### src/timer_consts.svh
`ifndef TIMER_CONSTS_SVH
`define TIMER_CONSTS_SVH

// ----------------------------------------
// Register byte addresses
// ----------------------------------------
`define OFS_CTRL_ONE 8'h00
`define OFS_CTRL_TWO 8'h04
`define OFS_FLAGS 8'h08
`define OFS_CNT_HI 8'h0c
`define OFS_CNT_LO 8'h10
`define OFS_ALT_HI 8'h14
`define OFS_ALT_LO 8'h18
`define OFS_CMP1_HI 8'h1c
`define OFS_CMP1_LO 8'h20
`define OFS_CMP2_HI 8'h24
`define OFS_CMP2_LO 8'h28
`define OFS_CAP1_HI 8'h2c
`define OFS_CAP1_LO 8'h30
`define OFS_CAP2_HI 8'h34
`define OFS_CAP2_LO 8'h38

// ----------------------------------------
// Flag vector positions and status bits
// ----------------------------------------
`define FLG_CMP1 0
`define FLG_CMP2 1
`define FLG_CAP1 2
`define FLG_CAP2 3
`define STS_CAP1 7
`define STS_CMP1 6
`define STS_CAP2 4
`define STS_CMP2 3

// ----------------------------------------
// Reset and reload values
// ----------------------------------------
`define RST_COUNT 16'hfffc
`define ONE_PULSE_CAPTURE 16'hfffd
`define RST_COMPARE 16'h8000

// ----------------------------------------
// Clock select codes and prescaler masks
// ----------------------------------------
`define CLK_DIV2 2'h0
`define CLK_DIV4 2'h1
`define CLK_DIV8 2'h2
`define CLK_EXT 2'h3
`define MASK_DIV2 3'h1
`define MASK_DIV4 3'h3
`define MASK_DIV8 3'h7

`endif

### src/timer_pkg.sv
package timer_pkg;

  typedef struct packed {
    logic capture_irq_enable;
    logic compare_irq_enable;
    logic overflow_irq_enable;
    logic force_level_two;
    logic force_level_one;
    logic compare_level_two;
    logic capture_edge_select;
    logic compare_level_one;
  } control_reg_one_t;

  typedef struct packed {
    logic compare_pin_enable_one;
    logic compare_pin_enable_two;
    logic single_shot_select;
    logic pwm_select;
    logic [1:0] clock_select;
    logic capture_edge_select_two;
    logic ext_edge_select;
  } control_reg_two_t;

  typedef enum logic [1:0] {
    mode_compare,
    mode_one_pulse,
    mode_pwm
  } timer_mode_t;

endpackage : timer_pkg

### src/pin_edge.sv
`timescale 1ns/100ps

module pin_edge (
  input wire logic pclk,
  input wire logic presetn,
  input wire logic pin,
  input wire logic rising_sel,
  output logic hit
);

  logic prev;
  logic primed;

  // The first sample after reset only primes the history, so a pin that is
  // already high does not look like an edge.
  always_ff @(posedge pclk or negedge presetn)
  begin
    if (!presetn)
    begin
      prev <= 1'b0;
      primed <= 1'b0;
    end
    else
    begin
      prev <= pin;
      primed <= 1'b1;
    end
  end

  assign hit = primed & (rising_sel ? (pin & ~prev) : (~pin & prev));

endmodule : pin_edge

### src/compare_channel.sv
`timescale 1ns/100ps
`include "timer_consts.svh"

module compare_channel (
  input wire logic pclk,
  input wire logic presetn,
  input wire logic wr_high,
  input wire logic wr_low,
  input wire logic [7:0] wdata,
  input wire logic [15:0] count,
  input wire logic count_new,
  input wire logic at_equal,
  output logic [15:0] value,
  output logic inhibited,
  output logic match
);

  logic [15:0] target;

  // reset value.
  always_ff @(posedge pclk or negedge presetn)
  begin
    if (!presetn)
      value <= `RST_COMPARE;
    else if (wr_high)
      value[15:8] <= wdata;
    else if (wr_low)
      value[7:0] <= wdata;
  end

  // high write inhibits.
  always_ff @(posedge pclk or negedge presetn)
  begin
    if (!presetn)
      inhibited <= 1'b0;
    else if (wr_high)
      inhibited <= 1'b1;
    else if (wr_low)
      inhibited <= 1'b0;
  end

  // equal or plus one.
  assign target = at_equal ? value : value + 16'h0001;
  assign match = count_new & ~inhibited & (count == target);
endmodule : compare_channel

### src/timer_compare_pulse_pwm.sv
`timescale 1ns/100ps
`include "timer_consts.svh"

// Behaviour
// Counter match sets channel compare flag and drives pin to compare level.
// Compare pin output latches are low during reset.
// Compare interrupt needs compare interrupt enable set and global mask clear.
// Flag clears after status read while set, then low compare byte access.
// High compare byte write inhibits compares until low byte written.
// Software writes high byte, reads status, then writes low byte.
// Disabled pin stays general I/O; flag and interrupt still work.
// Divide-by-2 updates at equality; slower clocks update at value plus one.
// Force bit copies level to enabled pin, no flag, no interrupt.
// Force bits do nothing in one-pulse or PWM mode.
// Single-shot select enables one-pulse using capture one and compare one.
// Trigger edge reloads FFFCh, drives level two, sets flag, captures FFFDh.
// One-pulse trigger flag requests interrupt when capture interrupt enabled.
// One-pulse match with compare one drives level one, ending pulse.
// One-pulse never sets compare flag one; channel two flags only.
// PWM and single-shot both set means PWM only.
// One-pulse: capture one does not capture; capture two still works.
// PWM match with compare two reloads counter to FFFCh.
// PWM: compare one match gives level one, compare two gives level two.
// PWM sets no compare flags, so no compare interrupt.
// PWM compare two match sets capture flag one, interrupt if enabled.
// PWM disconnects capture pin one; capture two keeps working.
// Any reset loads each compare value with 8000h.
// Counter low or alternate low write reloads FFFCh, also reset value.
// Clock select picks divide by 2, 4, 8, or external clock.
module timer_compare_pulse_pwm #(
  parameter int ADDR_W = 8
) (
  input wire logic pclk,
  input wire logic presetn,
  input wire logic psel,
  input wire logic penable,
  input wire logic pwrite,
  input wire logic [ADDR_W-1:0] paddr,
  input wire logic [31:0] pwdata,
  output logic [31:0] prdata,
  output logic pready,
  output logic pslverr,
  input wire logic irq_mask,
  input wire logic capture_in_pin_one,
  input wire logic capture_in_pin_two,
  input wire logic ext_clock_in,
  output logic [1:0] compare_out_pin,
  output logic [1:0] compare_pin_drive,
  output logic timer_irq
);

  // ----------------------------------------
  // Elaboration checks
  // ----------------------------------------
  if (ADDR_W != 8)
    $error("ADDR_W must be 8");

  // ----------------------------------------
  // Register bus decode
  // ----------------------------------------
  timer_pkg::control_reg_one_t control_reg_one;
  timer_pkg::control_reg_two_t control_reg_two;
  timer_pkg::timer_mode_t mode;
  logic access;
  logic wr;
  logic rd;
  logic mapped;
  logic [7:0] wbyte;
  logic [7:0] rd_byte;
  logic [15:0] count;
  logic count_new;
  logic [2:0] div;
  logic tick;
  logic [2:0] div_mask;
  logic ext_hit;
  logic cap1_raw;
  logic cap1_hit;
  logic cap2_hit;
  logic [15:0] cmp1_value;
  logic [15:0] cmp2_value;
  logic cmp1_inhibited;
  logic cmp2_inhibited;
  logic match1;
  logic match2;
  logic reload;
  logic [15:0] cap1_value;
  logic [15:0] cap2_value;
  logic [3:0] flag;
  logic [3:0] armed;
  logic [3:0] flag_set;
  logic [3:0] low_access;
  logic [7:0] status_byte;
  logic status_read;
  logic at_equal;

  assign access = psel & penable;
  assign wr = access & pwrite;
  assign rd = access & ~pwrite;
  assign wbyte = pwdata[7:0];
  assign pready = 1'b1;
  assign mapped = (paddr[1:0] == 2'h0) && (paddr <= `OFS_CAP2_LO);
  assign pslverr = access & ~mapped;
  assign status_read = rd && (paddr == `OFS_FLAGS);

  always_comb
  begin
    status_byte = 8'h00;
    status_byte[`STS_CAP1] = flag[`FLG_CAP1];
    status_byte[`STS_CMP1] = flag[`FLG_CMP1];
    status_byte[`STS_CAP2] = flag[`FLG_CAP2];
    status_byte[`STS_CMP2] = flag[`FLG_CMP2];
  end

  always_comb
  begin
    case (paddr)
      `OFS_CTRL_ONE: rd_byte = control_reg_one;
      `OFS_CTRL_TWO: rd_byte = control_reg_two;
      `OFS_FLAGS: rd_byte = status_byte;
      `OFS_CNT_HI: rd_byte = count[15:8];
      `OFS_CNT_LO: rd_byte = count[7:0];
      `OFS_ALT_HI: rd_byte = count[15:8];
      `OFS_ALT_LO: rd_byte = count[7:0];
      `OFS_CMP1_HI: rd_byte = cmp1_value[15:8];
      `OFS_CMP1_LO: rd_byte = cmp1_value[7:0];
      `OFS_CMP2_HI: rd_byte = cmp2_value[15:8];
      `OFS_CMP2_LO: rd_byte = cmp2_value[7:0];
      `OFS_CAP1_HI: rd_byte = cap1_value[15:8];
      `OFS_CAP1_LO: rd_byte = cap1_value[7:0];
      `OFS_CAP2_HI: rd_byte = cap2_value[15:8];
      `OFS_CAP2_LO: rd_byte = cap2_value[7:0];
      default: rd_byte = 8'h00;
    endcase
  end

  // Read data is latched in the setup cycle so that the access phase can
  // complete without a wait state.
  always_ff @(posedge pclk or negedge presetn)
  begin
    if (!presetn)
      prdata <= 32'h0000_0000;
    else if (psel && !penable && !pwrite)
      prdata <= {24'h000000, rd_byte};
  end

  always_ff @(posedge pclk or negedge presetn)
  begin
    if (!presetn)
      control_reg_one <= '0;
    else if (wr && paddr == `OFS_CTRL_ONE)
      control_reg_one <= wbyte;
  end

  always_ff @(posedge pclk or negedge presetn)
  begin
    if (!presetn)
      control_reg_two <= '0;
    else if (wr && paddr == `OFS_CTRL_TWO)
      control_reg_two <= wbyte;
  end

  // ----------------------------------------
  // Mode selection
  // ----------------------------------------
  // PWM has priority.
  always_comb
  begin
    if (control_reg_two.pwm_select)
      mode = timer_pkg::mode_pwm;
    else if (control_reg_two.single_shot_select)
      mode = timer_pkg::mode_one_pulse;
    else
      mode = timer_pkg::mode_compare;
  end

  // ----------------------------------------
  // Prescaler and counter
  // ----------------------------------------
  // clock select decode.
  always_comb
  begin
    case (control_reg_two.clock_select)
      `CLK_DIV2: div_mask = `MASK_DIV2;
      `CLK_DIV4: div_mask = `MASK_DIV4;
      default: div_mask = `MASK_DIV8;
    endcase
  end

  always_ff @(posedge pclk or negedge presetn)
  begin
    if (!presetn)
      div <= 3'h0;
    else
      div <= div + 3'h1;
  end

  pin_edge u_ext_edge (
    .pclk(pclk),
    .presetn(presetn),
    .pin(ext_clock_in),
    .rising_sel(control_reg_two.ext_edge_select),
    .hit(ext_hit)
  );

  assign tick = (control_reg_two.clock_select == `CLK_EXT) ? ext_hit
              : ((div & div_mask) == div_mask);
  assign at_equal = (control_reg_two.clock_select == `CLK_DIV2);

  // counter write reload.
  // trigger reload.
  // period reload.
  assign reload = (wr && (paddr == `OFS_CNT_LO || paddr == `OFS_ALT_LO))
                | ((mode == timer_pkg::mode_one_pulse) & cap1_raw)
                | ((mode == timer_pkg::mode_pwm) & match2);

  always_ff @(posedge pclk or negedge presetn)
  begin
    if (!presetn)
      count <= `RST_COUNT;
    else if (reload)
      count <= `RST_COUNT;
    else if (tick)
      count <= count + 16'h0001;
  end

  // A new count value is compared once, in the cycle after it is loaded, so
  // a slow timer clock cannot raise the same match several times.
  always_ff @(posedge pclk or negedge presetn)
  begin
    if (!presetn)
      count_new <= 1'b0;
    else
      count_new <= reload | tick;
  end

  // ----------------------------------------
  // Compare channels
  // ----------------------------------------
  compare_channel u_cmp1 (
    .pclk(pclk),
    .presetn(presetn),
    .wr_high(wr && paddr == `OFS_CMP1_HI),
    .wr_low(wr && paddr == `OFS_CMP1_LO),
    .wdata(wbyte),
    .count(count),
    .count_new(count_new),
    .at_equal(at_equal),
    .value(cmp1_value),
    .inhibited(cmp1_inhibited),
    .match(match1)
  );

  compare_channel u_cmp2 (
    .pclk(pclk),
    .presetn(presetn),
    .wr_high(wr && paddr == `OFS_CMP2_HI),
    .wr_low(wr && paddr == `OFS_CMP2_LO),
    .wdata(wbyte),
    .count(count),
    .count_new(count_new),
    .at_equal(at_equal),
    .value(cmp2_value),
    .inhibited(cmp2_inhibited),
    .match(match2)
  );

  // ----------------------------------------
  // Capture pins
  // ----------------------------------------
  pin_edge u_cap1_edge (
    .pclk(pclk),
    .presetn(presetn),
    .pin(capture_in_pin_one),
    .rising_sel(control_reg_one.capture_edge_select),
    .hit(cap1_raw)
  );

  pin_edge u_cap2_edge (
    .pclk(pclk),
    .presetn(presetn),
    .pin(capture_in_pin_two),
    .rising_sel(control_reg_two.capture_edge_select_two),
    .hit(cap2_hit)
  );

  // pin one disconnected in PWM.
  assign cap1_hit = cap1_raw & (mode != timer_pkg::mode_pwm);

  // trigger loads fixed value.
  // no real capture on pin one in one-pulse.
  always_ff @(posedge pclk or negedge presetn)
  begin
    if (!presetn)
      cap1_value <= 16'h0000;
    else if (cap1_hit && mode == timer_pkg::mode_one_pulse)
      cap1_value <= `ONE_PULSE_CAPTURE;
    else if (cap1_hit)
      cap1_value <= count;
  end

  // capture two always works.
  always_ff @(posedge pclk or negedge presetn)
  begin
    if (!presetn)
      cap2_value <= 16'h0000;
    else if (cap2_hit)
      cap2_value <= count;
  end

  // ----------------------------------------
  // Compare output latches
  // ----------------------------------------
  // latches reset low.
  // one-pulse uses channel one.
  // disabled pin is left alone.
  always_ff @(posedge pclk or negedge presetn)
  begin
    if (!presetn)
      compare_out_pin[0] <= 1'b0;
    else if (control_reg_two.compare_pin_enable_one)
    begin
      case (mode)
        // PWM levels.
        timer_pkg::mode_pwm:
          if (match2)
            compare_out_pin[0] <= control_reg_one.compare_level_two;
          else if (match1)
            compare_out_pin[0] <= control_reg_one.compare_level_one;
        // trigger starts, match ends pulse.
        timer_pkg::mode_one_pulse:
          if (cap1_hit)
            compare_out_pin[0] <= control_reg_one.compare_level_two;
          else if (match1)
            compare_out_pin[0] <= control_reg_one.compare_level_one;
        // match drives level.
        // force copies level.
        default:
          if (match1 || control_reg_one.force_level_one)
            compare_out_pin[0] <= control_reg_one.compare_level_one;
      endcase
    end
  end

  // force only in compare mode.
  // no waveform on channel two in the special modes.
  always_ff @(posedge pclk or negedge presetn)
  begin
    if (!presetn)
      compare_out_pin[1] <= 1'b0;
    else if (control_reg_two.compare_pin_enable_two && mode == timer_pkg::mode_compare)
    begin
      if (match2 || control_reg_one.force_level_two)
        compare_out_pin[1] <= control_reg_one.compare_level_two;
    end
  end

  assign compare_pin_drive = {control_reg_two.compare_pin_enable_two,
                              control_reg_two.compare_pin_enable_one};

  // ----------------------------------------
  // Flags and interrupt
  // ----------------------------------------
  // channel one flag off in one-pulse.
  // no compare flags in PWM.
  // period match sets capture flag one.
  // trigger sets capture flag one.
  always_comb
  begin
    flag_set[`FLG_CMP1] = match1 & (mode == timer_pkg::mode_compare);
    flag_set[`FLG_CMP2] = match2 & (mode != timer_pkg::mode_pwm);
    flag_set[`FLG_CAP1] = cap1_hit | (match2 & (mode == timer_pkg::mode_pwm));
    flag_set[`FLG_CAP2] = cap2_hit;
    low_access[`FLG_CMP1] = access && paddr == `OFS_CMP1_LO;
    low_access[`FLG_CMP2] = access && paddr == `OFS_CMP2_LO;
    low_access[`FLG_CAP1] = access && paddr == `OFS_CAP1_LO;
    low_access[`FLG_CAP2] = access && paddr == `OFS_CAP2_LO;
  end

  // two-step clear, set wins.
  always_ff @(posedge pclk or negedge presetn)
  begin
    if (!presetn)
    begin
      flag <= 4'h0;
      armed <= 4'h0;
    end
    else
    begin
      for (int i = 0; i < 4; i++)
      begin
        if (flag_set[i])
          flag[i] <= 1'b1;
        else if (armed[i] && low_access[i])
          flag[i] <= 1'b0;
        if (low_access[i])
          armed[i] <= 1'b0;
        else if (status_read && flag[i])
          armed[i] <= 1'b1;
      end
    end
  end

  // compare interrupt gating.
  assign timer_irq = ~irq_mask
    & ((control_reg_one.compare_irq_enable & (flag[`FLG_CMP1] | flag[`FLG_CMP2]))
    | (control_reg_one.capture_irq_enable & (flag[`FLG_CAP1] | flag[`FLG_CAP2])));
endmodule : timer_compare_pulse_pwm

### config.mk
export PLATFORM = sky130hd
export DESIGN_NAME = timer_compare_pulse_pwm
export DESIGN_NICKNAME = d
export VERILOG_FILES = /design/src/timer_pkg.sv /design/src/pin_edge.sv /design/src/compare_channel.sv /design/src/timer_compare_pulse_pwm.sv
export VERILOG_INCLUDE_DIRS = /design/src
export SDC_FILE = /design/constraint.sdc
export NUM_CORES = 1
export LEC_CHECK = 0
export CAP_MARGIN = 20
export CORE_ASPECT_RATIO = 0.6
export CORE_MARGIN = 10
export CORE_UTILIZATION = 35
export CTS_CLUSTER_SIZE = 40
export DETAILED_ROUTE_END_ITERATION = 16
export DONT_BUFFER_PORTS = 1
export GPL_TIMING_DRIVEN = 0
export SLEW_MARGIN = 20
export SYNTH_ARGS = -nofsm -noshare
export SYNTH_HDL_FRONTEND = slang
export SYNTH_SLANG_ARGS = --single-unit
### constraint.sdc
create_clock -name pclk -period 2.75 [get_ports pclk]
set_clock_uncertainty 0.1 [all_clocks]
set_input_delay 0.4125 -clock pclk [delete_from_list [all_inputs] [get_ports pclk]]
set_output_delay 0.4125 -clock pclk [all_outputs]
set_load 0.01 [all_outputs]
Yosys cells after proc, flatten, opt, wreduce, memory -nomap -nowiden. Index checks and enable logic that the tools add are counted.

Add/subtract/negate cells: 4. $lt $le $gt $ge: 1. Equality and inequality tests: 22. Muxes and demuxes: 39. Bitwise gates (word level): 46. Reductions and logical operators: 53.

Operators by type and width (number): 8-bit case mux with 13 select lines (1); 16-bit 2-to-1 mux (6); 8-bit by 6-bit == test with 1-bit output (second input constant) (7); 16-bit by 1-bit adder with 16-bit output (second input constant) (3); 16-bit == test (2); 8-bit by 5-bit == test with 1-bit output (second input constant) (4); 1-bit 2-to-1 mux (29); 1-bit bitwise AND (25); 1-bit logical AND (25); 2-bit nonzero test (12); 8-bit by 4-bit == test with 1-bit output (second input constant) (2); 1-bit NOT (13); 8-bit by 3-bit == test with 1-bit output (second input constant) (1); 8-bit by 6-bit <= comparator with 1-bit output (second input constant) (1); 8-bit zero test (1); 2-bit AND reduction (4); 1-bit OR (7); 2-bit zero test (3); 3-bit case mux with 2 select lines (1); 2-bit by 1-bit == test with 1-bit output (second input constant) (2); 2-bit == test (second input constant) (2); 2-bit OR reduction (2); 3-bit by 1-bit adder with 3-bit output (second input constant) (1); 3-bit bitwise AND (1); other kinds (7) (10).

Register bits: 124. Output and inout port bits: 39. Word-level logic and storage cells: 206.

Longest topological paths before layout. Gate-level depths: netlist (run 1).

Depth in word-level cells: 8. Depth in mapped cells: 11. Depth with buffers taken out: 9.

Hierarchy. From an unflattened synthesis (run 1), not the netlist that was laid out.

Cell total of the unflattened synthesis: 750. Area total of the unflattened synthesis: 7532.2 µm².

By module, submodules not included: timer_compare_pulse_pwm (times used 1, cells each 518, area an instance 5014.8 µm², sequential area each 2169.6 µm²); compare_channel (times used 2, cells each 107, area an instance 1142.3 µm², sequential area each 426.7 µm²); pin_edge (times used 3, cells each 6, area an instance 77.6 µm², sequential area each 50.0 µm²).

Worst setup path after synthesis (run 1). OpenSTA, ideal clock, no wires.

Path kind: reg-to-reg. From: register count[12]. To: register count_new. Data arrival time: 2.483 ns. Required time: 2.584 ns. Setup slack: 0.101 ns. Cell stages (with the launch flop): 12. Path buffers: 3. Cell sequence: dfstp_2 > clkbuf_1 > nand3b_1 > xnor2_1 > nand4_1 > a2111oi_1 > nand3b_1 > or4_4 > and3_1 > buf_6 > buf_8 > nand2_2.

Word-level cells in the longest chain between the ends: 5.

RTL lines: start: declaration (line timer_compare_pulse_pwm.sv:70) `logic [15:0] count;`; start signal: assignment (line timer_compare_pulse_pwm.sv:219) `` count <= `RST_COUNT; ``; start signal: assignment (line timer_compare_pulse_pwm.sv:221) `` count <= `RST_COUNT; ``; start signal: assignment (line timer_compare_pulse_pwm.sv:223) `count <= count + 16'h0001;`; 16-bit == test (line compare_channel.sv:44) `assign match = count_new & ~inhibited & (count == target);`; 1-bit bitwise AND (line compare_channel.sv:44); 1-bit bitwise AND (line timer_compare_pulse_pwm.sv:214) `| ((mode == timer_pkg::mode_pwm) & match2);`; 1-bit OR (line timer_compare_pulse_pwm.sv:212) `` assign reload = (wr && (paddr == `OFS_CNT_LO || paddr == `OFS_ALT_LO)) ``; 1-bit OR (line timer_compare_pulse_pwm.sv:233) `count_new <= reload | tick;`; end signal: assignment (line timer_compare_pulse_pwm.sv:233); end: declaration (line timer_compare_pulse_pwm.sv:71) `logic count_new;`.

Every way passes these cells. A chain may end at the register's enable or synchronous reset.

Final worst setup path (run 1).
From: register count[12]. To: register count[12].

Word-level cells in the longest chain between the ends: 5.

RTL lines: parallel branches: the longest is 5 deep, another holds 16-bit by 1-bit adder with 16-bit output.

Several ways; the timed one is not identified. The select of a mux whose other input is x is not followed.

==> results of run 1 <==
## power by group through the flow
stage	combinational [uW]	sequential, uW	clock, uW
floorplan	837	2230	0
global placement	1070	2320	0
detailed placement	1090	2330	0
CTS	1010	2450	2220
global route	1190	2500	2320
finish	1080	2490	2210
## state kept, by name (all words and copies together) (netlist names), 2 cells and up
name               count
cap1_value            16
div                    3
armed                  4
compare_out_pin        2
control_reg_one        8
prdata                 8
compare_pin_drive      2
u_cmp1.value          16
flag                   4
count                 16
u_cmp2.value          16
control_reg_two        6
cap2_value            16
## cell families after synthesis
kind of cell / after synthesis / share of synthesized area (%)
AOI/OAI and AO/OA: 139 / 14.3
buffers and inverters: 81 / 6.18
xor gates and xnor gates: 57 / 7.06
and+or+nand+nor: 230 / 16.3
muxes: 71 / 11.2
DFF: 124 / 44.2
adders and majority gates: 4 / 0.708
other: 2 / 0.106
## final timing paths
path | cells past startpoint | to | slack [ns] | start
setup / recovery | 9 | count[12]$_DFFE_PN1P_ | 0.02 | count[12]$_DFFE_PN1P_
min in group pclk | 1 | control_reg_one[7]$_DFFE_PN0P_ | 0.03 | pwdata[7]
hold / removal | 0 | prdata[1]$_DFFE_PN0P_ | -0.41 | presetn
setup reg to reg | 9 | count[12]$_DFFE_PN1P_ | 0.02 | count[12]$_DFFE_PN1P_
max in group asynchronous | 0 | count[2]$_DFFE_PN1P_ | 2.58 | presetn
hold reg to reg | 1 | div[0]$_DFF_PN0_ | 0.35 | div[0]$_DFF_PN0_
## layer usage
layer / part of all wire [%] / GRT usage [%]
met5: 0.24 / 1.69
met4: 1.2 / 3.32
met3: 14 / 7.87
met2: 38 / 22.9
met1: 47 / 27.1
## cell type report
cell class / instances / share of cell area (%)
Buffer: 54 / 4.33
Clock buffer: 20 / 5.28
Clock inverter: 12 / 1.46
Inverter: 11 / 0.488
Multi-Input combinational cell: 527 / 44.6
Sequential cell: 124 / 37.2
Tap cell: 273 / 4.04
Timing Repair Buffer: 24 / 2.62
## worst max-delay path, delay by kind of cell, from the launching register on
| family | cells | cell delay [ns] |
|---|---|---|
| compound gates | 1 | 0.33 |
| buf+inv | 1 | 0.18 |
| flops | 1 | 0.64 |
| xor+xnor | 1 | 0.16 |
| simple gates | 6 | 1.26 |
## cell usage in the layout, fill, tap and decap left out, types with 14 or more instances in the layout
| master | netlist | final |
|---|---|---|
| dfrtp_1 | 108 | 93 |
| nand2_1 | 71 | 71 |
| mux2_2 | 66 | 66 |
| nor2_1 | 53 | 53 |
| buf_4 | 28 | 46 |
| xnor2_1 | 36 | 32 |
| conb_1 | 2 | 26 |
| o21ai_0 | 25 | 23 |
| nand3_1 | 24 | 23 |
| xor2_1 | 21 | 19 |
| a21oi_1 | 20 | 19 |
| clkbuf_16 | 0 | 18 |
| a22oi_1 | 17 | 17 |
| nand4_1 | 16 | 16 |
| clkbuf_1 | 30 | 16 |
| a221oi_1 | 16 | 16 |
| dfrtp_2 | 0 | 15 |
| dfstp_2 | 16 | 14 |
## per-stage QoR
stage | setup slack, ns | hold slack (ns) | instances | util (%) | area (um2)
after detailed placement | -0.902 | 0.0255 | 1005 | 37.6 | 7500
after CTS | -0.0922 | -0.421 | 1035 | 41.3 | 8230
final | 0.0210 | -0.411 | 1045 | 42.5 | 8460
after floorplan | 0.101 | 0.0169 | 732 | - | 7160
after global routing | -0.0343 | -0.426 | 1045 | 42.5 | 8460
after global placement | -0.880 | 0.0250 | 1005 | 37.6 | 7500
## repair_timing
item | 4_1_cts | 5_1_grt
cloned | 0 | 1
resized for setup | 30 | 44
pin swaps | 4 | 17
hold endpoints to repair | 127 | 124
setup buffers | 9 | 11
endpoints found under the setup margin | 21 | 17
==> flow_summary_export.csv, run 1 <==
group,metric,value,unit
final_layout,multi_input_area,3770,um2
pwr,internal_power,3950,uW
critical_path,cp.required,3.01,ns
critical_path,cp.arrival,2.99,ns
die,fp.dieH,130,um
die,rows,40,
global_routing,grt_first_pass_wirelength,35900,um
critical_path,crit_chain,"nand3b_1 -> xnor2_1 -> nand4_1 -> a2111oi_4 -> nand3b_1 -> or4_4 -> and3_4 -> clkbuf_16 -> nand2_2",
final_layout,insertedDiodeCount,0,
die,core-area,19900,um2
pwr,combPwrFrac,18.8,%
die,start_util,35.5,%
pwr,power_frac_seq,43.0,%
sta,max_freq,366,MHz
placed_design,globalplace.congestion,0.950,
synth,syn-cell-area,7070,um2
synth,yosysTopAreaCell,"dfrtp_1",
critical_path,max_stage_delay,0.64,ns
pwr,clockPowerShare,38.2,%
final_layout,drive_gt1_share,29.5,%
worst_hold_path,hold_path_class,"input pin to async pin",
synth,synth-seq-cells,124,
sta,setup_viol,0,
routing,postRouteWirelength,24100,um
placed_design,place_hpwl,17100,um
clock_network,clock-root-buffer,"clkbuf_16",
outcome,status,"complete, but fails checks",
pwr,switchingPower,1830,uW
synth,yosys_warnings,0,
synth,postSynth.asyncResetShare,100,%
global_routing,grt_pass1_vias,5581,
critical_path,end_kind,"flop",
sta,holdWs,-0.411,ns
sta,maxSlewViolCount,0,
die,die-area,26500,um2
clock_network,cts_buffers,17,
routing,dr_total_vias,5965,
global_routing,antenna_found_initial,1,
pwr,p_sw_share,31.6,%
pwr,finalPower,5780,uW
clock_network,clk_latency,0.43,ns
final_layout,n_fill_cell,1953,
synth,avgSynthCellArea,9.98,um2
global_routing,grt_max_degree,125,
global_routing,globalRouteOverflowTotal,0,
routing,wl_per_cell,23.0,um
sta,final_hold_viol_count,124,
synth,seq_area_frac_synth,44.2,%
synth,ys_top_cells_by_count,"108 x dfrtp_1, 71 x nand2_1, 66 x mux2_2, 53 x nor2_1, 36 x xnor2_1",
routing,drt_first_pass_iters,6,
sta,tns,0,ns
critical_path,critPathMostFrequentCell,"nand3b_1",
critical_path,start_kind,"flop",
sta,worst_pin_slew,1.12,ns
clock_network,clkTransAtPathRegs,0.06,ns
clock_network,clockBufferDepth,2,
sta,min_period,2.73,ns
synth,synthTopCellsByArea,"dfrtp_1 38%, mux2_2 11%, dfstp_2 5.9%",
routing,drt_iter0_markers,808,
placed_design,io_buffer_count,0,
synth,syn_inst,708,
outcome,violations,"hold timing",
routing,drc,0,
clock_network,cts_tree,"built",
sta,fin_crit_sh,99.2,%
synth,synth_edf_count,0,
routing,viasPerCell,5.71,
die,die_x,203,um
pwr,powerDensity,683,nW/um2
final_layout,num-nets-final,812,
clock_network,cts_num_sinks,124,
pwr,power_leakage,0.00359,uW
final_layout,area_growth,19.8,%
sta,relSlewSlack,25.3,%
die,io_pins,88,
routing,ant_nets,0,
synth,synth_ff_type,"dfrtp_1",
synth,synth_top_area_share,38.2,%
final_layout,regArea,3150,um2
sta,grt_setup_unrepaired,"yes",
run,cap_violations,0,
clock_network,cts_hold_buffers,3,
critical_path,critical_path_peak_fanout,9,
global_routing,grt_util_all_layers,18.1,%
critical_path,cp_slowest_cell,"dfstp_4",
clock_network,htree_num_levels,4,
critical_path,critPathKind,"flop to flop",
synth,yosysMostFrequentCell,"dfrtp_1",
pwr,irDropWorstVdd,0.000565,V
synth,ys_types,67,
Note: power is estimated with default switching activity, not from simulation.
==> inputs of run 2 (changes only) <==
--- a/config.mk
+++ b/config.mk
@@ -17,4 +17,5 @@
 export SLEW_MARGIN = 20
 export SYNTH_ARGS = -nofsm -noshare
 export SYNTH_HDL_FRONTEND = slang
+export SYNTH_HIERARCHICAL = 1
 export SYNTH_SLANG_ARGS = --single-unit
==> constraint.sdc (replaced) <==
create_clock -name pclk -period 2.4 [get_ports pclk]
set_clock_uncertainty 0.1 [all_clocks]
set_input_delay 0.36 -clock pclk [delete_from_list [all_inputs] [get_ports pclk]]
set_output_delay 0.36 -clock pclk [all_outputs]
set_load 0.01 [all_outputs]
==> flow_summary_export.csv, run 2 <==
group,metric,value,unit
outcome,status,"complete, but fails checks",
outcome,violations,"hold timing, setup timing",
synth,synth-seq-cells,126,
final_layout,layout_common_cells,"100 x dfrtp_1, 69 x mux2_2, 61 x nand2_1",
die,start_util,35.7,%
critical_path,reg2reg_depth,12,
synth,avgSynthCellArea,10.0,um2
synth,synth_top_area_share,36.5,%
clock_network,clk_latency,0.43,ns
routing,drt_first_pass_iters,6,
global_routing,grt_pass1_vias,6125,
final_layout,drive_gt1_share,30.3,%
clock_network,cts_buffers,17,
worst_hold_path,hold_path_class,"input pin to async pin",
routing,wl_per_cell,24.6,um
pwr,powerDensity,734,nW/um2
critical_path,cp.arrival,3.36,ns
clock_network,clockBufferDepth,2,
die,io_pins,88,
synth,muxShareOfSynthArea,12.7,%
synth,syn-cell-area,7530,um2
final_layout,insertedDiodeCount,0,
critical_path,critical_path_peak_fanout,5,
clock_network,clock-root-buffer,"clkbuf_16",
global_routing,globalRouteOverflowTotal,0,
placed_design,globalplace.congestion,1.01,
critical_path,end_kind,"flop",
sta,postLayoutSetupSlackWorst,-0.704,ns
synth,synth-xor-area-share,6.40,%
sta,tns,-12.87,ns
synth,synth-compound-area-share,12.4,%
synth,yosysMostFrequentCell,"dfrtp_1",
placed_design,dp_cells,1052,
clock_network,cts_num_sinks,126,
synth,synth_edf_count,0,
final_layout,n_fill_cell,1997,
die,die-area,28000,um2
final_layout,area_growth,20.2,%
sta,final_hold_viol_count,126,
placed_design,io_buffer_count,0,
run,cap_violations,0,
sta,min_period,3.10,ns
synth,synthAdderAreaFrac,0.664,%
die,fp.dieH,134,um
final_layout,num-nets-final,875,
synth,syn_inst,750,
clock_network,cts_tree,"built",
synth,synth_ff_type,"dfrtp_1",
clock_network,htree_num_levels,4,
synth,synthTopCellsByArea,"dfrtp_1 37%, mux2_2 10%, dfstp_2 5.6%",
routing,ant_nets,0,
routing,drt_iter0_markers,866,
pwr,irDropWorstVdd,0.000543,V
routing,dr_total_vias,6556,
global_routing,antenna_found_initial,0,
sta,fin_crit_sh,129,%
routing,viasPerCell,5.89,
global_routing,grt_max_degree,127,
critical_path,critPathKind,"flop to flop",
clock_network,cts_hold_buffers,11,
synth,ys_top_cells_by_count,"110 x dfrtp_1, 69 x mux2_2, 62 x nand2_1, 50 x nor2_1, 46 x xnor2_1",
synth,ys_types,80,
global_routing,grt_first_pass_wirelength,40400,um
critical_path,start_kind,"flop",
final_layout,final_common_cell,"dfrtp_1",
synth,seq_area_frac_synth,42.1,%
clock_network,clkTransAtPathRegs,0.06,ns
routing,postRouteWirelength,27400,um
die,rows,41,
sta,max_freq,322,MHz
synth,yosys_warnings,6,
synth,postSynth.asyncResetShare,100,%
die,core-area,21100,um2
sta,worst_pin_slew,0.978,ns
placed_design,place_hpwl,19300,um
synth,synth_top_family_by_area,"simple AND/OR/NAND/NOR gates",
critical_path,cp.required,2.65,ns
sta,setup_viol,22,
routing,drc,0,
synth,yosysTopAreaCell,"dfrtp_1",
final_layout,finalNonFillerCells,1114,
sta,maxSlewViolCount,0,
pwr,power_leakage,0.00377,uW
global_routing,grt_util_all_layers,19.1,%
synth,synth_simple_gate_area_share,20.2,%
die,die_x,209,um
sta,grt_setup_unrepaired,"yes",
sta,relSlewSlack,33.9,%
sta,holdWs,-0.469,ns
## run 2: stage by stage
step | cell area [um2] | hold slack (ns) | utilization, % | total power [uW] | worst slack, ns
floorplan | 7630 | -0.0356 | - | 3510 | -0.528
global placement | 7980 | -0.0264 | 37.8 | 3930 | -1.41
detailed placement | 7980 | -0.0256 | 37.8 | 3960 | -1.49
CTS | 8870 | -0.474 | 42.1 | 6560 | -0.670
global route | 9050 | -0.481 | 42.9 | 6890 | -0.748
finish | 9050 | -0.469 | 42.9 | 6640 | -0.704
## run 2: logic make-up after synthesis
logic type      Yosys count
xor+xnor                 55
flops                   126
simple gates            267
mux                      83
fa+ha+maj                 4
other cells               5
buf+inv                  71
compound gates          139
## run 2: report_power, final
group	leakage (uW)	total, uW	internal [uW]	switching, uW
Sequential	0.00160	2960	2420	539
Clock	0.000270	2550	1470	1080
Combinational	0.00190	1140	563	579
Total	0.00377	6640	4450	2200
## run 2: area by class of cell
cell class	count	area, um2	share of cell area, %
Multi-Input combinational cell	576	4260	47.0
Sequential cell	126	3190	35.2
Tap cell	279	349	3.86
Buffer	61	370	4.09
Clock buffer	18	439	4.85
Inverter	10	37.5	0.415
Timing Repair Buffer	30	279	3.08
Clock inverter	14	135	1.49
## run 2: what timing repair did
action	in CTS	in global routing
endpoints found under the setup margin	54	43
cloned	1	0
buffers inserted	14	5
endpoints found under the hold margin	177	126
resized for setup	25	37
pin swaps	6	11
## run 2: worst max-delay path, stage by stage (launching register included)
cell	delay (ns)
dfrtp_2	0.39
ha_4	0.14
or2b_4	0.26
or4_4	0.57
buf_4	0.16
xnor2_2	0.13
o211ai_2	0.10
a21oi_2	0.19
nor3_4	0.07
mux2i_4	0.22
o21ai_4	0.15
buf_4	0.18
or3_1	0.36
## run 2: worst paths after layout
path | from | end | slack (ns)
worst max-delay path | u_cmp2/value[0]$_DFFE_PN0P_ | count[7]$_DFFE_PN1P_ | -0.70
worst min-delay path | presetn | control_reg_one[2]$_DFFE_PN0P_ | -0.47
worst max register to register | u_cmp2/value[0]$_DFFE_PN0P_ | count[7]$_DFFE_PN1P_ | -0.70
worst min register to register | div[2]$_DFF_PN0_ | div[2]$_DFF_PN0_ | 0.37
max in group asynchronous | presetn | count[13]$_DFFE_PN1P_ | 2.38
min in group pclk | paddr[0] | prdata[2]$_DFFE_PN0P_ | 0.07
## run 2: routing by layer
metal	part of all wire [%]	vias up	track usage [%]	routed length, um
met3	13	51	8.03	3560
met5	0	-	0	0
met1	46	3262	27.9	12600
li1	-	2878	-	-
met2	39	365	24.7	10800
met4	1.7	0	4.62	476
==> inputs of run 3 (changes only) <==
--- a/config.mk
+++ b/config.mk
@@ -14,6 +14,7 @@
 export DETAILED_ROUTE_END_ITERATION = 16
 export DONT_BUFFER_PORTS = 1
 export GPL_TIMING_DRIVEN = 0
+export PLACE_DENSITY = 0.61
 export SLEW_MARGIN = 20
 export SYNTH_ARGS = -nofsm -noshare
 export SYNTH_HDL_FRONTEND = slang
==> constraint.sdc (replaced) <==
create_clock -name pclk -period 2.4 [get_ports pclk]
set_clock_uncertainty 0.1 [all_clocks]
set_input_delay 0.48 -clock pclk [delete_from_list [all_inputs] [get_ports pclk]]
set_output_delay 0.48 -clock pclk [all_outputs]
set_load 0.01 [all_outputs]
==> flow_summary_export.csv, run 3 (synthesis gave the netlist of run 2 again) <==
group,metric,value,unit
clock_network,clock-root-buffer,"clkbuf_16",
die,die-area,28000,um2
global_routing,grt_max_degree,127,
critical_path,cp.required,2.65,ns
critical_path,cp.arrival,3.27,ns
routing,viasPerCell,5.79,
global_routing,grt_pass1_vias,6032,
clock_network,cts_tree,"built",
sta,relSlewSlack,36.5,%
critical_path,critical_path_peak_fanout,4,
global_routing,grt_util_all_layers,19.0,%
global_routing,globalRouteOverflowTotal,0,
sta,holdWs,-0.350,ns
critical_path,crit_chain,"ha_4 -> or2b_4 -> or4_4 -> or4_4 -> o211ai_2 -> a21oi_2 -> nor3_4 -> mux2i_4 -> o21ai_4 -> a311oi_1 -> a31oi_4",
placed_design,globalplace.congestion,1.00,
die,fp.dieH,134,um
routing,postRouteWirelength,26800,um
sta,worst_pin_slew,0.940,ns
outcome,status,"complete, but fails checks",
final_layout,drive_gt1_share,28.5,%
die,start_util,35.7,%
pwr,powerDensity,755,nW/um2
routing,drt_first_pass_iters,5,
critical_path,crit_family,"simple AND/OR/NAND/NOR gates",
final_layout,layout_common_cells,"101 x dfrtp_1, 68 x mux2_2, 62 x nand2_1",
sta,fin_crit_sh,126,%
final_layout,insertedDiodeCount,0,
critical_path,cp.depth,11,
critical_path,reg2reg_slack,-0.62,ns
critical_path,max_stage_delay,0.49,ns
critical_path,critPathMostFrequentCell,"or4_4",
critical_path,reg2reg_depth,11,
routing,ant_nets,0,
die,die_x,209,um
clock_network,cts_num_sinks,126,
final_layout,finish.utilization,42.1,%
clock_network,htree_num_levels,4,
sta,grt_setup_unrepaired,"yes",
final_layout,final_common_cell,"dfrtp_1",
critical_path,startpoint,"u_cmp2/value[0]$_DFFE_PN0P_",
die,core-area,21100,um2
sta,final_hold_viol_count,126,
routing,drc,0,
clock_network,cts_buffers,17,
sta,max_freq,331,MHz
critical_path,r2r-start,"u_cmp2/value[0]$_DFFE_PN0P_",
critical_path,crit_end,"count[13]$_DFFE_PN1P_",
die,io_pins,88,
critical_path,cp_slowest_cell,"or4_4",
sta,postLayoutSetupSlackWorst,-0.618,ns
critical_path,reg2reg_to,"count[13]$_DFFE_PN1P_",
routing,dr_total_vias,6371,
routing,wl_per_cell,24.4,um
run,cap_violations,0,
clock_network,clkTransAtPathRegs,0.06,ns
clock_network,clockBufferDepth,2,
final_layout,area_growth,18.0,%
critical_path,start_kind,"flop",
global_routing,antenna_found_initial,0,
sta,maxSlewViolCount,0,
die,rows,41,
clock_network,cts_hold_buffers,3,
routing,drt_iter0_markers,782,
worst_hold_path,hold_path_class,"input pin to async pin",
clock_network,clk_latency,0.44,ns
global_routing,grt_first_pass_wirelength,40100,um
final_layout,num-nets-final,862,
pwr,power_leakage,0.00368,uW
critical_path,critPathKind,"flop to flop",
sta,tns,-11.06,ns
sta,min_period,3.02,ns
sta,setup_viol,22,
placed_design,place_hpwl,19400,um
outcome,violations,"hold timing, setup timing",
placed_design,io_buffer_count,0,
critical_path,end_kind,"flop",
pwr,irDropWorstVdd,0.000541,V
critical_path,path_buf_inv,0,
==> run 3: layout make-up <==
cell class | count | area [um2]
well taps | 279 | 349
plain buffers | 59 | 357
clock buffers | 18 | 429
repair buffers | 19 | 158
clock inverters | 13 | 166
multi-input cells | 576 | 4210
inverters | 10 | 37.5
fillers | 2021 | 12200
flip-flops and latches | 126 | 3180
==> run 3: routing by layer <==
metal  track usage (%)  share of wire (%)
met3              7.47                 11
met4              4.14                1.2
met2              25.4                 40
met5                 0                  0
met1              27.5                 47
==> run 3: worst register-to-register path: stages, from the launching register on <==
cell and delay [ns]:
dfrtp_2 0.39, ha_4 0.13, or2b_4 0.27, or4_4 0.49, or4_4 0.43, o211ai_2 0.09, a21oi_2 0.09, nor3_4 0.18
mux2i_4 0.14, o21ai_4 0.31, a311oi_1 0.13, a31oi_4 0.18
==> run 3: report_power, final <==
| part | switching (uW) | internal [uW] | leakage, uW |
|---|---|---|---|
| logic | 537 | 538 | 0.00179 |
| registers | 534 | 2420 | 0.00160 |
| clock network | 1050 | 1630 | 0.000283 |
| total | 2120 | 4590 | 0.00368 |
==> run 3: worst min path at each step <==
stage	to	slack, ns	cells past startpoint
2_1_floorplan	armed[0]$_DFFE_PN0P_	0.08	0
3_3_place_gp	control_reg_one[7]$_DFFE_PN0P_	0.09	0
3_5_place_dp	control_reg_one[7]$_DFFE_PN0P_	0.09	0
4_1_cts	u_cmp1/value[3]$_DFFE_PN0P_	-0.36	0
5_1_grt	cap2_value[1]$_DFFE_PN0P_	-0.36	0
6_report	control_reg_one[2]$_DFFE_PN0P_	-0.35	0
==> run 3: what timing repair did <==
action | 4_1_cts | 5_1_grt
resized for setup | 26 | 14
gates cloned | 0 | 0
setup endpoints to repair | 54 | 53
setup buffers | 14 | 3
endpoints found under the hold margin | 129 | 126
pin swaps | 14 | 12
==> run 3: through the flow <==
| step | hold WS [ns] | setup slack [ns] | cells | total power (uW) | area (um2) |
|---|---|---|---|---|---|
| after global placement | 0.0936 | -1.39 | 1052 | 3940 | 7980 |
| after global routing | -0.363 | -0.735 | 1100 | 6950 | 8890 |
| final | -0.350 | -0.618 | 1100 | 6710 | 8890 |
| after detailed placement | 0.0938 | -1.43 | 1052 | 3960 | 7980 |
| after floorplan | 0.0844 | -0.528 | 773 | 3510 | 7630 |
| after CTS | -0.360 | -0.672 | 1099 | 6670 | 8810 |
